--- config.mk ---
export PLATFORM = sky130hd
export DESIGN_NAME = mmd_decoder
export DESIGN_NICKNAME = d
export VERILOG_FILES = /design/src/logic/mmd_pkg.sv /design/src/logic/mmd_setup_if.sv /design/src/logic/mmd_setup_buf.sv /design/src/logic/mmd_decoder.sv
export VERILOG_INCLUDE_DIRS = /design/src /design/src/logic
export SDC_FILE = /design/constraint.sdc
export NUM_CORES = 1
export LEC_CHECK = 0
export BUFFER_PORTS_ARGS = -buffer_cell sky130_fd_sc_hd__buf_2
export CAP_MARGIN = 30
export CORE_AREA = 2 2 130 107
export DETAILED_ROUTE_END_ITERATION = 12
export DIE_AREA = 0 0 132 109
export GPL_TIMING_DRIVEN = 0
export RECOVER_POWER = 50
export REMOVE_ABC_BUFFERS = 1
export SETUP_SLACK_MARGIN = 0.02
export SYNTH_ARGS = -nofsm -noshare
export SYNTH_HDL_FRONTEND = slang
export SYNTH_SLANG_ARGS = --single-unit
export TNS_END_PERCENT = 30
--- constraint.sdc ---
create_clock -name i_clk -period 2.4 [get_ports i_clk]
set_input_delay 0.12 -clock i_clk [delete_from_list [all_inputs] [get_ports i_clk]]
set_output_delay 0.12 -clock i_clk [all_outputs]
set_load 0.02 [all_outputs]
--- src/logic/mmd_map.svh ---
// Address map, reset values and table constants of the memory map decoder
`ifndef MMD_MAP_SVH
`define MMD_MAP_SVH

// Internal code/data RAM, 16 KB from address zero
`define MMD_RAM_LO        16'h0000
`define MMD_RAM_HI        16'h3fff
// Scratch RAM, 0.5 KB
`define MMD_SCR_LO        16'he000
`define MMD_SCR_HI        16'he1ff
// Waveform descriptor memory, 128 bytes
`define MMD_WAVE_LO       16'he400
`define MMD_WAVE_HI       16'he47f
// Core-addressable control register window, 512 bytes
`define MMD_REG_LO        16'he500
`define MMD_REG_HI        16'he6ff
// Setup packet buffer, 8 bytes inside the register window
`define MMD_SETUP_LO      16'he6b8
`define MMD_SETUP_HI      16'he6bf
// Small endpoint buffers, 64 bytes each
`define MMD_CTRL_LO       16'he740
`define MMD_CTRL_HI       16'he77f
`define MMD_SOUT_LO       16'he780
`define MMD_SOUT_HI       16'he7bf
`define MMD_SIN_LO        16'he7c0
`define MMD_SIN_HI        16'he7ff
// Large endpoint buffers, 8 x 512 bytes
`define MMD_LARGE_LO      16'hf000
`define MMD_LARGE_HI      16'hffff
// Start of the on-chip data area that blocks external strobes
`define MMD_ONCHIP_LO     16'he000

// Packet limits of the large buffers
`define MMD_PKT_FS        10'h040
`define MMD_PKT_HS        10'h200
`define MMD_FS_OFS_LIM    9'h040

// Layout count, reset layout and reset endpoint-one type
`define MMD_LAYOUTS       4'hc
`define MMD_LAYOUT_RST    4'h0
`define MMD_TYPE_BULK     2'h2
`define MMD_TYPE_INT      2'h3
`define MMD_EP1_TYPE_RST  2'h2

// Layout table: per entry {ep2, ep4, ep6, ep8} buffer depths, 3 bits each
`define MMD_LAYOUT_TABLE  {12'h610, 12'h810, 12'h4a0, 12'h420, 12'h820, 12'h812, \
                           12'h612, 12'h618, 12'h410, 12'h490, 12'h412, 12'h492}

`endif

--- src/logic/mmd_pkg.sv ---
// Types shared by the memory map decoder modules
package mmd_pkg;

	// Decoded target of an access
	typedef enum logic [3:0] {
		RG_NONE,
		RG_MAIN_RAM,
		RG_SCRATCH,
		RG_WAVE,
		RG_REGS,
		RG_SETUP,
		RG_CTRL_BUF,
		RG_SMALL_OUT,
		RG_SMALL_IN,
		RG_LARGE_BUF,
		RG_EXTERNAL,
		RG_RESERVED
	} mmd_region_type;

endpackage

--- src/logic/mmd_setup_if.sv ---
// Link between the decoder and its setup packet store
`timescale 1ns/1ps
interface mmd_setup_if;
	logic       wr_en;
	logic [2:0] wr_idx;
	logic [7:0] wr_data;
	logic       rd_en;
	logic [2:0] rd_idx;
	logic [7:0] rd_data;

	modport host (output wr_en, wr_idx, wr_data, rd_en, rd_idx, input rd_data);
	modport mem  (input wr_en, wr_idx, wr_data, rd_en, rd_idx, output rd_data);
endinterface

--- src/logic/mmd_setup_buf.sv ---
// Eight-byte setup packet store with registered read data
`timescale 1ns/1ps
module mmd_setup_buf (
	input  wire logic  i_clk,
	input  wire logic  i_rst_n,
	mmd_setup_if.mem   sif
);

	logic [7:0] byte_reg [8];
	logic [7:0] rd_data_reg;

	// One storage byte per setup packet position
	genvar gi;
	generate
		for (gi = 0; gi < 8; gi++) begin : g_byte
			always_ff @(posedge i_clk or negedge i_rst_n) begin
				if (!i_rst_n) begin
					byte_reg[gi] <= 8'h00;
				end else if (sif.wr_en && (sif.wr_idx == 3'(gi))) begin
					byte_reg[gi] <= sif.wr_data;
				end
			end
		end
	endgenerate

	// Read port, data held until the next read
	always_ff @(posedge i_clk or negedge i_rst_n) begin
		if (!i_rst_n) begin
			rd_data_reg <= 8'h00;
		end else if (sif.rd_en) begin
			rd_data_reg <= byte_reg[sif.rd_idx];
		end
	end

	assign sif.rd_data = rd_data_reg;

endmodule // mmd_setup_buf

--- src/logic/mmd_decoder.sv ---
// Code and data address space decoder of the embedded core
`timescale 1ns/1ps
`include "mmd_map.svh"

// Functional notes
// - With code space select low, code fetch and data read strobes are ORed to enable the internal 16 KB RAM.
// - The internal program/data RAM region holds only RAM, never control registers.
// - With code space select low the 16 KB RAM from zero is unified code and data memory.
// - External read and write strobes are suppressed for every address implemented on chip.
// - With code space select high the low 16 KB of code is fetched externally, RAM is data only.
// - Download, upload, setup pointer and boot loads reach only the 16 KB RAM and scratch RAM.
// - The control register window decodes E500 through E6FF of data space.
// - The waveform descriptor memory decodes E400 through E47F.
// - Three 64-byte small buffers sit at E740, E780 and E7C0.
// - Eight 512-byte large buffers form the 4 KB region F000 to FFFF.
// - The eight setup packet bytes live in a dedicated buffer at E6B8 to E6BF.
// - Endpoints 4 and 8 are double buffered only, endpoints 2 and 6 double, triple or quad.
// - Endpoint 0 is the only control endpoint and endpoint 1 is bulk or interrupt only.
// - Exactly one of 12 predefined large buffer layouts is accepted.
// - Full-speed bulk uses only the first 64 bytes of each 512-byte buffer.
// - Buffer space unused at full speed is not available for anything else.
module mmd_decoder (
	input  wire logic        i_clk,
	input  wire logic        i_rst_n,
	input  wire logic        i_code_space_select,
	input  wire logic [15:0] i_addr,
	input  wire logic        i_code_fetch_strobe_n,
	input  wire logic        i_rd_strobe_n,
	input  wire logic        i_wr_strobe_n,
	input  wire logic        i_full_speed,
	input  wire logic        i_agent_req,
	input  wire logic [15:0] i_agent_addr,
	input  wire logic        i_cfg_wr,
	input  wire logic [3:0]  i_cfg_layout,
	input  wire logic [1:0]  i_cfg_ep1_type,
	input  wire logic        i_setup_wr,
	input  wire logic [2:0]  i_setup_idx,
	input  wire logic [7:0]  i_setup_data,
	output logic      [3:0]  o_region,
	output logic             o_int_ram_en,
	output logic             o_int_ram_we,
	output logic             o_ext_code_n,
	output logic             o_ext_rd_n,
	output logic             o_ext_wr_n,
	output logic      [7:0]  o_setup_rdata,
	output logic             o_setup_rvalid,
	output logic             o_agent_grant,
	output logic             o_agent_deny,
	output logic             o_cfg_err,
	output logic      [3:0]  o_layout,
	output logic      [11:0] o_depths,
	output logic      [1:0]  o_ep1_type,
	output logic      [9:0]  o_large_max_pkt
);

	localparam logic [143:0] LAYOUT_TABLE = `MMD_LAYOUT_TABLE;

	mmd_pkg::mmd_region_type region_reg;
	mmd_pkg::mmd_region_type region_next;
	logic        fetch;
	logic        rd;
	logic        wr;
	logic        access;
	logic        int_ram_en_reg;
	logic        int_ram_we_reg;
	logic        ext_code_n_reg;
	logic        ext_rd_n_reg;
	logic        ext_wr_n_reg;
	logic        setup_rvalid_reg;
	logic        agent_grant_reg;
	logic        agent_deny_reg;
	logic        agent_ok;
	logic        cfg_err_reg;
	logic        cfg_ok;
	logic [3:0]  layout_reg;
	logic [11:0] depths_reg;
	logic [1:0]  ep1_type_reg;
	logic [9:0]  large_max_pkt_reg;
	logic [11:0] layout_ok;
	logic [11:0] sel_entry;

	mmd_setup_if u_sif ();

	// Strobe qualifiers of the core bus
	assign fetch  = !i_code_fetch_strobe_n;
	assign rd     = !i_rd_strobe_n;
	assign wr     = !i_wr_strobe_n;
	assign access = fetch || rd || wr;

	// Address to target, code space first, then the data map
	function automatic mmd_pkg::mmd_region_type decode(
		input logic [15:0] a,
		input logic        code,
		input logic        ea,
		input logic        fs
	);
		mmd_pkg::mmd_region_type r;
		r = mmd_pkg::RG_RESERVED;
		if (code) begin
			if (!ea && (a <= `MMD_RAM_HI)) begin
				r = mmd_pkg::RG_MAIN_RAM;
			end else begin
				r = mmd_pkg::RG_EXTERNAL;
			end
		end else if (a <= `MMD_RAM_HI) begin
			r = mmd_pkg::RG_MAIN_RAM;
		end else if (a < `MMD_ONCHIP_LO) begin
			r = mmd_pkg::RG_EXTERNAL;
		end else if (a <= `MMD_SCR_HI) begin
			r = mmd_pkg::RG_SCRATCH;
		end else if ((a >= `MMD_WAVE_LO) && (a <= `MMD_WAVE_HI)) begin
			r = mmd_pkg::RG_WAVE;
		end else if ((a >= `MMD_SETUP_LO) && (a <= `MMD_SETUP_HI)) begin
			r = mmd_pkg::RG_SETUP;
		end else if ((a >= `MMD_REG_LO) && (a <= `MMD_REG_HI)) begin
			r = mmd_pkg::RG_REGS;
		end else if ((a >= `MMD_CTRL_LO) && (a <= `MMD_CTRL_HI)) begin
			r = mmd_pkg::RG_CTRL_BUF;
		end else if ((a >= `MMD_SOUT_LO) && (a <= `MMD_SOUT_HI)) begin
			r = mmd_pkg::RG_SMALL_OUT;
		end else if ((a >= `MMD_SIN_LO) && (a <= `MMD_SIN_HI)) begin
			r = mmd_pkg::RG_SMALL_IN;
		end else if (a >= `MMD_LARGE_LO) begin
			// Tail of each 512-byte block is dead at full speed
			if (fs && (a[8:0] >= `MMD_FS_OFS_LIM)) begin
				r = mmd_pkg::RG_RESERVED;
			end else begin
				r = mmd_pkg::RG_LARGE_BUF;
			end
		end
		return r;
	endfunction

	// Target of the current core access
	always_comb begin
		if (access) begin
			region_next = decode(i_addr, fetch, i_code_space_select, i_full_speed);
		end else begin
			region_next = mmd_pkg::RG_NONE;
		end
	end

	// Decoded target, held one cycle behind the address
	always_ff @(posedge i_clk or negedge i_rst_n) begin
		if (!i_rst_n) begin
			region_reg <= mmd_pkg::RG_NONE;
		end else begin
			region_reg <= region_next;
		end
	end

	// Internal RAM enable from the fetch, read or write strobe
	always_ff @(posedge i_clk or negedge i_rst_n) begin
		if (!i_rst_n) begin
			int_ram_en_reg <= 1'b0;
			int_ram_we_reg <= 1'b0;
		end else begin
			int_ram_en_reg <= (region_next == mmd_pkg::RG_MAIN_RAM) && (fetch || rd || wr);
			int_ram_we_reg <= (region_next == mmd_pkg::RG_MAIN_RAM) && wr;
		end
	end

	// External strobes pass only where no on-chip space exists
	always_ff @(posedge i_clk or negedge i_rst_n) begin
		if (!i_rst_n) begin
			ext_code_n_reg <= 1'b1;
			ext_rd_n_reg   <= 1'b1;
			ext_wr_n_reg   <= 1'b1;
		end else begin
			ext_code_n_reg <= !(fetch && (region_next == mmd_pkg::RG_EXTERNAL));
			// A data strobe beside a fetch never follows the code decode out of the chip
			ext_rd_n_reg   <= !(rd && !fetch && (region_next == mmd_pkg::RG_EXTERNAL));
			ext_wr_n_reg   <= !(wr && !fetch && (region_next == mmd_pkg::RG_EXTERNAL));
		end
	end

	// Setup packet store: written by the serial engine, read by the core
	assign u_sif.wr_en   = i_setup_wr;
	assign u_sif.wr_idx  = i_setup_idx;
	assign u_sif.wr_data = i_setup_data;
	assign u_sif.rd_en   = rd && (region_next == mmd_pkg::RG_SETUP);
	assign u_sif.rd_idx  = i_addr[2:0];

	mmd_setup_buf u_setup_buf (
		.i_clk   (i_clk),
		.i_rst_n (i_rst_n),
		.sif     (u_sif.mem)
	);

	// Read data valid pulse follows a setup read
	always_ff @(posedge i_clk or negedge i_rst_n) begin
		if (!i_rst_n) begin
			setup_rvalid_reg <= 1'b0;
		end else begin
			setup_rvalid_reg <= u_sif.rd_en;
		end
	end

	// Loader agents reach only main RAM and scratch RAM
	assign agent_ok = (i_agent_addr <= `MMD_RAM_HI) ||
	                  ((i_agent_addr >= `MMD_SCR_LO) && (i_agent_addr <= `MMD_SCR_HI));

	always_ff @(posedge i_clk or negedge i_rst_n) begin
		if (!i_rst_n) begin
			agent_grant_reg <= 1'b0;
			agent_deny_reg  <= 1'b0;
		end else begin
			agent_grant_reg <= i_agent_req && agent_ok;
			agent_deny_reg  <= i_agent_req && !agent_ok;
		end
	end

	// Each table entry checked for legal buffering per endpoint
	genvar gl;
	generate
		for (gl = 0; gl < 12; gl++) begin : g_layout
			logic [2:0] d2;
			logic [2:0] d4;
			logic [2:0] d6;
			logic [2:0] d8;
			assign d2 = LAYOUT_TABLE[gl*12+9 +: 3];
			assign d4 = LAYOUT_TABLE[gl*12+6 +: 3];
			assign d6 = LAYOUT_TABLE[gl*12+3 +: 3];
			assign d8 = LAYOUT_TABLE[gl*12 +: 3];
			assign layout_ok[gl] = ((d4 == 3'h0) || (d4 == 3'h2)) &&
			                       ((d8 == 3'h0) || (d8 == 3'h2)) &&
			                       (d2 >= 3'h2) && (d2 <= 3'h4) &&
			                       (d6 >= 3'h2) && (d6 <= 3'h4);
		end
	endgenerate

	// Entry chosen by the configuration write
	always_comb begin
		sel_entry = 12'h000;
		if (i_cfg_layout < `MMD_LAYOUTS) begin
			sel_entry = LAYOUT_TABLE[i_cfg_layout*12 +: 12];
		end
	end

	// Whole configuration is taken or refused as one
	assign cfg_ok = (i_cfg_layout < `MMD_LAYOUTS) && layout_ok[i_cfg_layout] &&
	                ((i_cfg_ep1_type == `MMD_TYPE_BULK) || (i_cfg_ep1_type == `MMD_TYPE_INT));

	always_ff @(posedge i_clk or negedge i_rst_n) begin
		if (!i_rst_n) begin
			layout_reg   <= `MMD_LAYOUT_RST;
			depths_reg   <= LAYOUT_TABLE[11:0];
			ep1_type_reg <= `MMD_EP1_TYPE_RST;
		end else if (i_cfg_wr && cfg_ok) begin
			layout_reg   <= i_cfg_layout;
			depths_reg   <= sel_entry;
			ep1_type_reg <= i_cfg_ep1_type;
		end
	end

	// Refused configuration pulse
	always_ff @(posedge i_clk or negedge i_rst_n) begin
		if (!i_rst_n) begin
			cfg_err_reg <= 1'b0;
		end else begin
			cfg_err_reg <= i_cfg_wr && !cfg_ok;
		end
	end

	// Packet limit of the large buffers by bus speed
	always_ff @(posedge i_clk or negedge i_rst_n) begin
		if (!i_rst_n) begin
			large_max_pkt_reg <= `MMD_PKT_HS;
		end else begin
			large_max_pkt_reg <= i_full_speed ? `MMD_PKT_FS : `MMD_PKT_HS;
		end
	end

	// Outputs straight from flip-flops
	assign o_region        = region_reg;
	assign o_int_ram_en    = int_ram_en_reg;
	assign o_int_ram_we    = int_ram_we_reg;
	assign o_ext_code_n    = ext_code_n_reg;
	assign o_ext_rd_n      = ext_rd_n_reg;
	assign o_ext_wr_n      = ext_wr_n_reg;
	assign o_setup_rdata   = u_sif.rd_data;
	assign o_setup_rvalid  = setup_rvalid_reg;
	assign o_agent_grant   = agent_grant_reg;
	assign o_agent_deny    = agent_deny_reg;
	assign o_cfg_err       = cfg_err_reg;
	assign o_layout        = layout_reg;
	assign o_depths        = depths_reg;
	assign o_ep1_type      = ep1_type_reg;
	assign o_large_max_pkt = large_max_pkt_reg;
endmodule // mmd_decoder

==> qor_table.md, run 1 <==
| Item | Reported | Unit |
|:---|:---|:---|
| Minimum period implied by the final worst setup slack | 2.091 | ns |
| Total wire length | 9834 | µm |
| Synth async-reset ratio | 100.0 | % |
| Drt pass-1 iters | 5 | - |
| Crit Path Class | in2reg | - |
| Critical path endpoint category | register | - |
| Full die area | 0.01439 | mm² |
| Flip-flop count of the largest register after layout | 64 | - |
| Clock latency reported for the late side of the worst-skew pair | 0.34 | ns |
| Largest net degree at the start of global routing | 62 | - |
| Total CTS buffers | 9 | - |
| Core ar. | 0.01317 | mm² |
| Synth warnings | 0 | - |
| Maximum resistive drop on vdd | 324.3 | µV |
| Cell area after technology mapping | 0.004639 | mm² |
| Outcome | finished with violations | - |
| Total power density per cell area | 794.0 | mW/mm² |
| Count of mapped cells out of synthesis | 329 | - |
| Initial antenna violation count | 0 | - |
| Number of enable flip-flop cells after synthesis | 0 | - |
| Cell at the root of the clock tree | clkbuf_16 | - |
| Filler cells | 1254 | - |
| Worst-Margin Slew | 1.524 | ns |
| Worst setup skew after layout | 0.003996 | ns |
| Initial Util | 35.23 | % |
| Avg WL per Cell | 16.42 | µm |
| Clock tree from TritonCTS | built | - |
| Number of endpoints failing setup at the final stage | 0 | - |
| Reg2Reg Depth | 3 | - |
| Max FO, Critical Path | 8 | - |
| Data required, critical path | 2.62 | ns |
| Violations in the final reports | capacitance limit, slew limit | - |
| Power after layout | 4352 | µW |
| Wire length of the first global-routing pass | 15790 | µm |
| HPWL after DPL | 6693 | µm |
| First-iteration detailed-routing DRC count | 216 | - |
| Die outline height | 109 | µm |
| Worst EP arrival | 2.32 | ns |
| Vias per cell | 4.948 | - |
| Number of hold violations in the final report | 0 | - |
| Share of the clock period used by the worst path after layout | 87.13 | % |
| Final design area excluding fillers | 0.005482 | mm² |
| Gates resized, CTS repair | 0 | - |
| Lkg Pwr | 0.002375 | µW |
| Count of vias placed by the detailed router | 2964 | - |
| Clk sink count | 101 | - |
| Synth Area per Inst | 14.10 | µm² |
| Final worst hold slack | 0.01791 | ns |
| Die W | 132 | µm |
| Post-detailed-route count of antenna-violating nets | 0 | - |
| Total Neg Setup Slack | 0 | ns |
| Setup repair bufs after CTS | 0 | - |
| Via count of the first global-routing pass | 2964 | - |
| Synth cell types | 44 | - |
| GR Overflow Total | 0 | - |
| Residual DRC | 0 | - |
| Number of inserted diodes | 0 | - |
| Maximum buffer depth of the clock tree | 2 | - |
| Nature of the critical path startpoint | input port | - |
| Clock slew at the register clock pins of the worst setup and hold paths | 0.06 | ns |
| Ratio of cells with drive above 1 in the final layout | 41.77 | % |
| Count of max-cap constraint violations | 1 | - |
| Timing-limited maximum frequency | 478.2 | MHz |
| Slew headroom | -1.624 | % |
| Total routing usage reported by global routing | 14.32 | % |
| Port Buf Inserts | 86 | - |
| Final #Nets | 478 | - |
| Sequential area share after synthesis | 54.72 | % |
| Post-DP Area | 0.005210 | mm² |
| RSZ-0062 raised after global routing | false | - |
| Number of standard-cell rows in the floorplan | 38 | - |
| Number of top-level design ports | 108 | - |
| Number of H-tree levels | 3 | - |
| Most used flip-flop cell after synthesis | dfrtp_1 | - |
| P&R area growth vs syn | 18.15 | % |
| RePlAce Congestion | 0.8182 | - |
| Kind of path behind the tightest hold check | in2reg | - |
| Hold Crit Depth | 2 | - |
| Slew Viols, Final | 61 | - |
| Post-synthesis register bit count | 101 | - |
-- metrics by stage --
| step | cells | utilization, % | worst slack (ns) |
|---|---|---|---|
| global route | 599 | 41.62 | 0.1583 |
| CTS | 599 | 42.08 | 0.2516 |
| finish | 599 | 41.62 | 0.3089 |
| global placement | 580 | 39.39 | 0.03562 |
| detailed placement | 581 | 39.56 | 0.04137 |
| floorplan | 314 | - | 0.7182 |
-- worst max-delay path: stages --
cell	delay [ns]
dlygate4sd3_1	0.53
clkbuf_1	0.13
o31ai_1	0.07
and3_1	0.19
a211oi_1	0.10
nor4_4	0.76
mux2_2	0.41
-- metal layers --
layer / vias to the layer above / track usage, % / share of wire [%]
li1: 1350 / - / -
met1: 1534 / 19.33 / 46
met5: - / 0 / 0
met3: 9 / 3.533 / 4.4
met2: 71 / 22.88 / 48
met4: 0 / 4.736 / 1.4
-- logic make-up (layout without fill, tap and decap cells) --
group	count (synthesis)	after routing	synth area share (%)
compound gates	27	27	4.099
xor+xnor	1	1	0.1888
fa+ha+maj	4	4	1.079
buf+inv	34	113	3.856
flops	101	101	54.72
mux	100	100	28.24
other cells	1	12	0.08083
simple gates	61	61	7.740
-- cell usage in the layout, fill, tap and decap left out, drive strengths merged, types with 4 or more instances in the layout --
cell type / count
dfrtp: 92
mux2: 84
clkbuf: 54
buf: 45
nand2: 17
mux4: 16
conb: 12
nor2: 9
dfstp: 9
inv: 8
o21ai: 6
nand3: 5
nand2b: 4
o31ai: 4
a21oi: 4
ha: 4
nor3: 4
-- final cells by class --
cell class | instances | area, µm² | share of cell area, %
timing repair buffer | 90 | 429.2 | 7.829
tap | 180 | 225.2 | 4.109
clock inverter | 3 | 45.04 | 0.8217
inverter | 8 | 30.03 | 0.5478
sequential | 101 | 2539 | 46.31
multi-input combinational | 205 | 1957 | 35.70
clock buffer | 12 | 256.5 | 4.679
-- Yosys cell counts, drive strengths merged, types with 5 or more instances --
library cell	count	share of area, %
inv	8	0.65
nor2	9	0.73
o21ai	6	0.65
mux4	16	7.8
nand3	5	0.54
buf	17	2.5
mux2	84	20
clkbuf	9	0.73
nand2	17	1.4
dfrtp	92	50
dfstp	9	5.1
-- path summary, 6_finish.rpt --
path                                              start                          to  slack (ns)
worst max-delay path                       i_full_speed  u_setup_buf.sif.rd_data[3]        0.31
worst min-delay path                           i_cfg_wr                   o_cfg_err        0.02
worst max register to register  u_setup_buf.byte_reg[2]  u_setup_buf.sif.rd_data[2]        0.89
worst min register to register              o_depths[4]                 o_depths[4]        0.48
max in group asynchronous                       i_rst_n                o_depths[10]        0.73
min in group asynchronous                       i_rst_n    u_setup_buf.byte_reg[31]        0.70
-- what timing repair did --
| action | 4_1_cts | 5_1_grt |
|---|---|---|
| endpoints found under the setup margin | 0 | 0 |
| hold buffers | 3 | 0 |
| hold endpoints to repair | 57 | 0 |
-- power breakdown --
part           switching (µW)  total, µW  internal, µW
Sequential                130       2120          1990
Combinational             344        754           410
Clock                     613       1470           860
Total                    1090       4350          3260
Power figures use the tool's default switching activity.
==> run 2, diff against run 1 <==
Settings changed: CORE_AREA 2 2 130 107 to 2 2 112 93, DIE_AREA 0 0 132 109 to 0 0 114 95, PLACE_DENSITY_LB_ADDON set to 0.15.
Clock period 2.4 ns to 1.72 ns, I/O delays scaled along.
==> qor_table.md, run 2 (synthesis results as in run 1) <==
| Item | Reported | Unit | vs previous |
|:---|:---|:---|:---|
| Outcome | finished, final reports clean | - | was finished with violations |
| Worst path buffer plus inverter count | 2 | - | unchanged |
| RR Startpoint | u_setup_buf.byte_reg[25] | - | was u_setup_buf.byte_reg[2] |
| Worst-Margin Slew | 1.134 | ns | was 1.524 ns |
| Final #Nets | 484 | - | was 478 |
| Internal power | 4641 | µW | was 3264 µW |
| Number of hold violations in the final report | 0 | - | unchanged |
| M1 WL | 4063 | µm | was 4521 µm |
| Number of inserted diodes | 0 | - | unchanged |
| Crit Path Class | in2reg | - | unchanged |
| Clock latency reported for the late side of the worst-skew pair | 0.34 | ns | about the same |
| P&R area growth vs syn | 18.82 | % | was 18.15% |
| Slew Viols, Final | 0 | - | was 61 |
| Count of vias placed by the detailed router | 2944 | - | was 2964 |
| Worst EP arrival | 1.79 | ns | was 2.32 ns |
| Cell Count Post-Placement | 523 | - | was 581 |
| Slew headroom | 24.38 | % | was -1.624% |
| RSZ-0062 raised after global routing | false | - | unchanged |
| Core ar. | 0.009827 | mm² | was 0.01317 mm² |
| Port Buf Inserts | 86 | - | unchanged |
| Kind of path behind the tightest hold check | in2reg | - | unchanged |
| Drt pass-1 iters | 4 | - | was 5 |
| Share of the clock period used by the worst path after layout | 90.97 | % |  |
| Maximum resistive drop on vdd | 680.3 | µV | was 324.3 µV |
| Clock slew at the register clock pins of the worst setup and hold paths | 0.06 | ns | about the same |
| Post-detailed-route count of antenna-violating nets | 0 | - | unchanged |
| Count of max-cap constraint violations | 0 | - | was 1 |
| Number of endpoints failing setup at the final stage | 0 | - | unchanged |
| Family with the most delay on the worst path | simple AND/OR/NAND/NOR gates | - | unchanged |
| Most frequent standard cell in the layout excluding fill and tap cells | dfrtp_1 | - | unchanged |
| End-of-flow core utilization | 56.10 | % | was 41.62% |
| Critical path endpoint category | register | - | unchanged |
| First-iteration detailed-routing DRC count | 116 | - | was 216 |
| Routed length on met3 | 404 | µm | was 435 µm |
| Clock tree from TritonCTS | built | - | unchanged |
| Net Sw Frac | 24.70 | % | was 25.00% |
| Vias per cell | 5.372 | - | was 4.948 |
| Gates resized, CTS repair | 0 | - | unchanged |
| Full die area | 0.01083 | mm² | was 0.01439 mm² |
| Data required, critical path | 1.94 | ns | was 2.62 ns |
| Number of H-tree levels | 3 | - | unchanged |
| Maximum buffer depth of the clock tree | 2 | - | unchanged |
| HPWL after DPL | 6169 | µm | was 6693 µm |
| Minimum period implied by the final worst setup slack | 1.565 | ns |  |
| Via count of the first global-routing pass | 2886 | - | was 2964 |
| Die W | 114 | µm | was 132 µm |
| Wire length of the first global-routing pass | 14990 | µm | was 15790 µm |
| Nature of the critical path startpoint | input port | - | unchanged |
| Number of top-level design ports | 108 | - | unchanged |
| Worst-path cell with the longest stage delay | or4_1 | - | was nor4_4 |
| Number of standard-cell rows in the floorplan | 33 | - | was 38 |
| Largest incremental delay on the critical path | 0.52 | ns | was 0.76 ns |
| RePlAce Congestion | 0.8455 | - | was 0.8182 |
| Commonest cells after routing, fill and taps aside | dfrtp_1, mux2_2, buf_2, clkbuf_1, nand2_1 | - | unchanged |
| Power after layout | 6163 | µW | was 4352 µW |
| Total routing usage reported by global routing | 18.49 | % | was 14.32% |
| Combinational share of power | 17.1 | % | was 17.3% |
| Total power density per cell area | 1118 | mW/mm² | was 794.0 mW/mm² |
| Ratio of cells with drive above 1 in the final layout | 42.96 | % | was 41.77% |
| Top routing layer in use | met4 | - | unchanged |
| Timing-limited maximum frequency | 639.1 | MHz |  |
| Total wire length | 9413 | µm | was 9834 µm |
| Residual DRC | 0 | - | unchanged |
| Flip-flop count of the largest register after layout | 64 | - | unchanged |
| Filler cells | 845 | - | was 1254 |
| Worst-case register-to-register setup slack | 0.21 | ns | was 0.89 ns |
| Lkg Pwr | 0.002438 | µW | was 0.002375 µW |
| GR Overflow Total | 0 | - | unchanged |
| Sequence of cells on the critical path | buf_2, or4_1, and4_1, o22ai_2, nor4_4, buf_12, mux2_2 | - | was dlygate4sd3_1, clkbuf_1, o31ai_1, and3_1, a211oi_1, nor4_4, mux2_2 |
| Max FO, Critical Path | 8 | - | unchanged |
| Sequential group share of total power | 48.2 | % | was 48.8% |
| Hold path startpoint | i_cfg_layout[2] | - | was i_cfg_wr |
| Initial Util | 47.21 | % | was 35.23% |
| Cell at the root of the clock tree | clkbuf_16 | - | unchanged |
| Clock network fraction of total power | 34.6 | % | was 33.9% |
| Routed length on met2 | 4848 | µm | was 4739 µm |
| Count of non-filler cells in the finished layout | 548 | - | was 599 |
| Largest net degree at the start of global routing | 60 | - | was 62 |
| Clk sink count | 101 | - | unchanged |
| Avg WL per Cell | 17.18 | µm | was 16.42 µm |
| Net load switching power | 1522 | µW | was 1088 µW |
| Total CTS buffers | 9 | - | unchanged |
| Die outline height | 95 | µm | was 109 µm |
| Critical path origin | i_addr[9] | - | was i_full_speed |
| Worst setup skew after layout | 0.008267 | ns | was 0.003996 ns |
| Initial antenna violation count | 0 | - | unchanged |
| Total Neg Setup Slack | 0 | ns | unchanged |
## run 2: cell count changes in the layout (fill, tap and decap cells not counted), moves of 2 or more
| cell | previous run | this run |
|---|---|---|
| buf_2 | 44 | 49 |
| clkbuf_1 | 42 | 37 |
| clkbuf_8 | 2 | 0 |
| clkinv_2 | 0 | 2 |
| dlygate4sd3_1 | 3 | 8 |
## run 2: routing by layer
layer  track usage (%)  up-vias
li1                  -     1367
met1             24.09     1490
met2             31.05       78
met3             4.621        9
met4             5.183        0
met5                 0        -
## run 2: power groups by stage
stage	Sequential [µW]	Combinational, µW	Clock, µW
after detailed placement	3010	1070	0
after global routing	3020	1170	2260
after global placement	2980	1030	0
final	2970	1060	2130
after CTS	2970	1090	2190
after floorplan	3030	655	0
## run 2: stage by stage
stage / hold slack (ns) / worst slack (ns) / area (µm²)
after floorplan: -0.2096 / 0.07219 / 4532
after global placement: 0.2258 / -0.4763 / 5115
after detailed placement: 0.1221 / -0.5075 / 5145
after CTS: 0.002638 / 0.1791 / 5560
after global routing: 0.03724 / 0.04629 / 5513
final: 0.01488 / 0.1554 / 5513
## run 2: path summary, 6_finish.rpt
| path | end | cells past startpoint |
|---|---|---|
| worst max-delay path | u_setup_buf.sif.rd_data[7] | 7 |
| worst min-delay path | o_depths[7] | 2 |
| worst max register to register | u_setup_buf.sif.rd_data[1] | 3 |
| worst min register to register | o_depths[10] | 2 |
| max in group asynchronous | o_ext_wr_n | 3 |
| min in group asynchronous | u_setup_buf.byte_reg[2] | 2 |
## run 2: area by class of cell
type / instances / area, µm² / share of cell area (%)
flip-flops and latches: 101 / 2539 / 46.05
multi-input cells: 205 / 1963 / 35.61
repair buffers: 96 / 513.0 / 9.305
clock buffers: 10 / 229.0 / 4.153
well taps: 122 / 152.6 / 2.769
clock inverters: 6 / 86.33 / 1.566
inverters: 8 / 30.03 / 0.5447
## run 2: what timing repair did
item,4_1_cts,5_1_grt
endpoints found under the hold margin,48,0
setup buffers,1,0
hold buffers,8,0
endpoints found under the setup margin,8,0
==> run 3, diff against run 2 <==
Settings changed: CELL_PAD_IN_SITES_DETAIL_PLACEMENT set to 1, CELL_PAD_IN_SITES_GLOBAL_PLACEMENT set to 1, CORE_AREA 2 2 112 93 to 2 2 125 103, DIE_AREA 0 0 114 95 to 0 0 127 105.
==> qor_table.md, run 3 (synthesis results as in run 1) <==
| Item | Reported | Unit | vs previous |
|:---|:---|:---|:---|
| RePlAce Congestion | 0.7586 | - | was 0.8455 |
| Power after layout | 6087 | µW | was 6163 µW |
| Ratio of cells with drive above 1 in the final layout | 44.29 | % | was 42.96% |
| Combinational share of power | 17.8 | % | was 17.1% |
| Crit Path Class | reg2reg | - | was in2reg |
| Cell at the root of the clock tree | clkbuf_16 | - | unchanged |
| Net load switching power | 1549 | µW | was 1522 µW |
| Internal power | 4538 | µW | was 4641 µW |
| Hold path startpoint | i_rd_strobe_n | - | was i_cfg_layout[2] |
| Worst-Margin Slew | 1.119 | ns | was 1.134 ns |
| RR Startpoint | u_setup_buf.byte_reg[23] | - | was u_setup_buf.byte_reg[25] |
| Worst path buffer plus inverter count | 0 | - | was 2 |
| Slew headroom | 25.43 | % | was 24.38% |
| Number of hold violations in the final report | 0 | - | unchanged |
| Die W | 127 | µm | was 114 µm |
| Timing-limited maximum frequency | 654.1 | MHz | was 639.1 MHz |
| Count of max-cap constraint violations | 0 | - | unchanged |
| First-iteration detailed-routing DRC count | 107 | - | was 116 |
| Flip-flop count of the largest register after layout | 64 | - | unchanged |
| Max FO, Critical Path | 2 | - | was 8 |
| Net Sw Frac | 25.45 | % | was 24.70% |
| Clock slew at the register clock pins of the worst setup and hold paths | 0.06 | ns | about the same |
| Wire length of the first global-routing pass | 17310 | µm | was 14990 µm |
| Total power density per cell area | 1093 | mW/mm² | was 1118 mW/mm² |
| HPWL after DPL | 7017 | µm | was 6169 µm |
| Minimum period implied by the final worst setup slack | 1.529 | ns | was 1.565 ns |
| P&R area growth vs syn | 20.04 | % | was 18.82% |
| Full die area | 0.01334 | mm² | was 0.01083 mm² |
| RSZ-0062 raised after global routing | false | - | unchanged |
| Vias per cell | 5.122 | - | was 5.372 |
| Final #Nets | 487 | - | was 484 |
| Share of the clock period used by the worst path after layout | 88.88 | % | was 90.97% |
| Drt pass-1 iters | 4 | - | unchanged |
| Largest incremental delay on the critical path | 0.46 | ns | was 0.52 ns |
| Data required, critical path | 1.95 | ns | was 1.94 ns |
| Commonest cells after routing, fill and taps aside | dfrtp_1, mux2_2, buf_2, clkbuf_1, nand2_1 | - | unchanged |
| Worst setup skew after layout | 0.004339 | ns | was 0.008267 ns |
| Residual DRC | 0 | - | unchanged |
| Total CTS buffers | 9 | - | unchanged |
| Worst-case register-to-register setup slack | 0.19 | ns | was 0.21 ns |
| Outcome | finished, final reports clean | - | unchanged |
| Die outline height | 105 | µm | was 95 µm |
| Via count of the first global-routing pass | 3204 | - | was 2886 |
| Worst reg2reg endpoint | u_setup_buf.sif.rd_data[7] | - | was u_setup_buf.sif.rd_data[1] |
| Slew Viols, Final | 0 | - | unchanged |
| Initial antenna violation count | 0 | - | unchanged |
| Maximum buffer depth of the clock tree | 2 | - | unchanged |
| Total wire length | 10630 | µm | was 9413 µm |
| Number of standard-cell rows in the floorplan | 36 | - | was 33 |
| End-of-flow core utilization | 46.48 | % | was 56.10% |
| Avg WL per Cell | 18.29 | µm | was 17.18 µm |
| Clock latency reported for the late side of the worst-skew pair | 0.35 | ns | was 0.34 ns |
| Critical path endpoint category | register | - | unchanged |
| Number of endpoints failing setup at the final stage | 0 | - | unchanged |
| Nature of the critical path startpoint | register | - | was input port |
| Most frequent standard cell in the layout excluding fill and tap cells | dfrtp_1 | - | unchanged |
| Number of top-level design ports | 108 | - | unchanged |
| Worst EP arrival | 1.76 | ns | was 1.79 ns |
| Core ar. | 0.01198 | mm² | was 0.009827 mm² |
| Endpoint, Worst Hold | o_ext_rd_n | - | was o_depths[7] |
| Largest net degree at the start of global routing | 61 | - | was 60 |
| Count of vias placed by the detailed router | 2976 | - | was 2944 |
| Worst-path cell with the longest stage delay | mux4_2 | - | was or4_1 |
| Hold Crit Depth | 3 | - | was 2 |
| Clock network fraction of total power | 33.4 | % | was 34.6% |
| Port Buf Inserts | 86 | - | unchanged |
| Gates resized, CTS repair | 0 | - | unchanged |
| Number of inserted diodes | 0 | - | unchanged |
| Sequence of cells on the critical path | mux4_2, mux2_2, mux2_2 | - | was buf_2, or4_1, and4_1, o22ai_2, nor4_4, buf_12, mux2_2 |
| Path length in cells of the critical path | 3 | - | was 7 |
| Number of H-tree levels | 3 | - | unchanged |
| Initial Util | 38.72 | % | was 47.21% |
| Most Frequent Cell on Critical Path | mux2_2 | - |  |
| GR Overflow Total | 0 | - | unchanged |
| Total routing usage reported by global routing | 17.14 | % | was 18.49% |
| Family with the most delay on the worst path | multiplexers | - | was simple AND/OR/NAND/NOR gates |
| Reg2Reg Depth | 3 | - | unchanged |
| Kind of path behind the tightest hold check | in2reg | - | unchanged |
| Maximum resistive drop on vdd | 584.7 | µV | was 680.3 µV |
| Clk sink count | 101 | - | unchanged |
| Sequential group share of total power | 48.8 | % | was 48.2% |
| Lkg Pwr | 0.002458 | µW | was 0.002438 µW |
| Clock tree from TritonCTS | built | - | unchanged |
| Post-detailed-route count of antenna-violating nets | 0 | - | unchanged |
-- run 3: how the worst max path moves through the flow --
stage / from / slack, ns / to
final: u_setup_buf.byte_reg[23] / 0.19 / u_setup_buf.sif.rd_data[7]
after CTS: i_addr[0] / 0.17 / u_setup_buf.sif.rd_data[7]
after global placement: i_rst_n / -0.52 / o_int_ram_en
after global routing: i_addr[14] / 0.07 / u_setup_buf.sif.rd_data[5]
after floorplan: i_addr[13] / 0.07 / u_setup_buf.sif.rd_data[0]
after detailed placement: i_addr[14] / -0.51 / u_setup_buf.sif.rd_data[5]
-- run 3: area by class of cell --
class,count,area [µm²]
fill,1247,6412
sequential,101,2539
multi-input combinational,205,1963
timing repair buffer,99,553.0
clock buffer,12,246.5
tap,152,190.2
clock inverter,4,47.55
inverter,8,30.03
-- run 3: repair_timing --
| action | 4_1_cts | 5_1_grt |
|---|---|---|
| endpoints found under the hold margin | 48 | 0 |
| hold buffers | 11 | 0 |
| setup buffers | 1 | 0 |
| endpoints found under the setup margin | 8 | 0 |
-- run 3: power groups by stage --
stage | logic, µW | clock network, µW | registers (µW)
finish | 1080 | 2030 | 2970
global route | 1190 | 2170 | 3030
CTS | 1120 | 2110 | 2970
detailed placement | 1100 | 0 | 3010
global placement | 1040 | 0 | 2980
floorplan | 655 | 0 | 3030
-- run 3: stage by stage --
stage / cell area, µm² / setup TNS (ns) / instances / hold WS (ns) / worst slack, ns
after floorplan: 4532 / 0 / 314 / -0.2096 / 0.07219
after global placement: 5152 / -51.07 / 552 / 0.2368 / -0.5158
after detailed placement: 5182 / -5.160 / 553 / 0.1174 / -0.5090
after CTS: 5607 / 0 / 581 / 0.005230 / 0.1736
after global routing: 5569 / 0 / 581 / 0.03337 / 0.07328
final: 5569 / 0 / 581 / 0.02451 / 0.1913
-- run 3: metal layers --
metal  up-vias  GRT usage [%]  part of all wire (%)
met5         -              0                     0
met4         0          5.887                   1.5
met3        12          5.172                   6.1
met2        89          27.38                    47
met1      1511          22.27                    46
li1       1364              -                     -
-- run 3: tightest hold or removal path, stage by stage --
cell and delay [ns]:
buf_2 0.12, nor2b_1 0.06, nand2_1 0.07
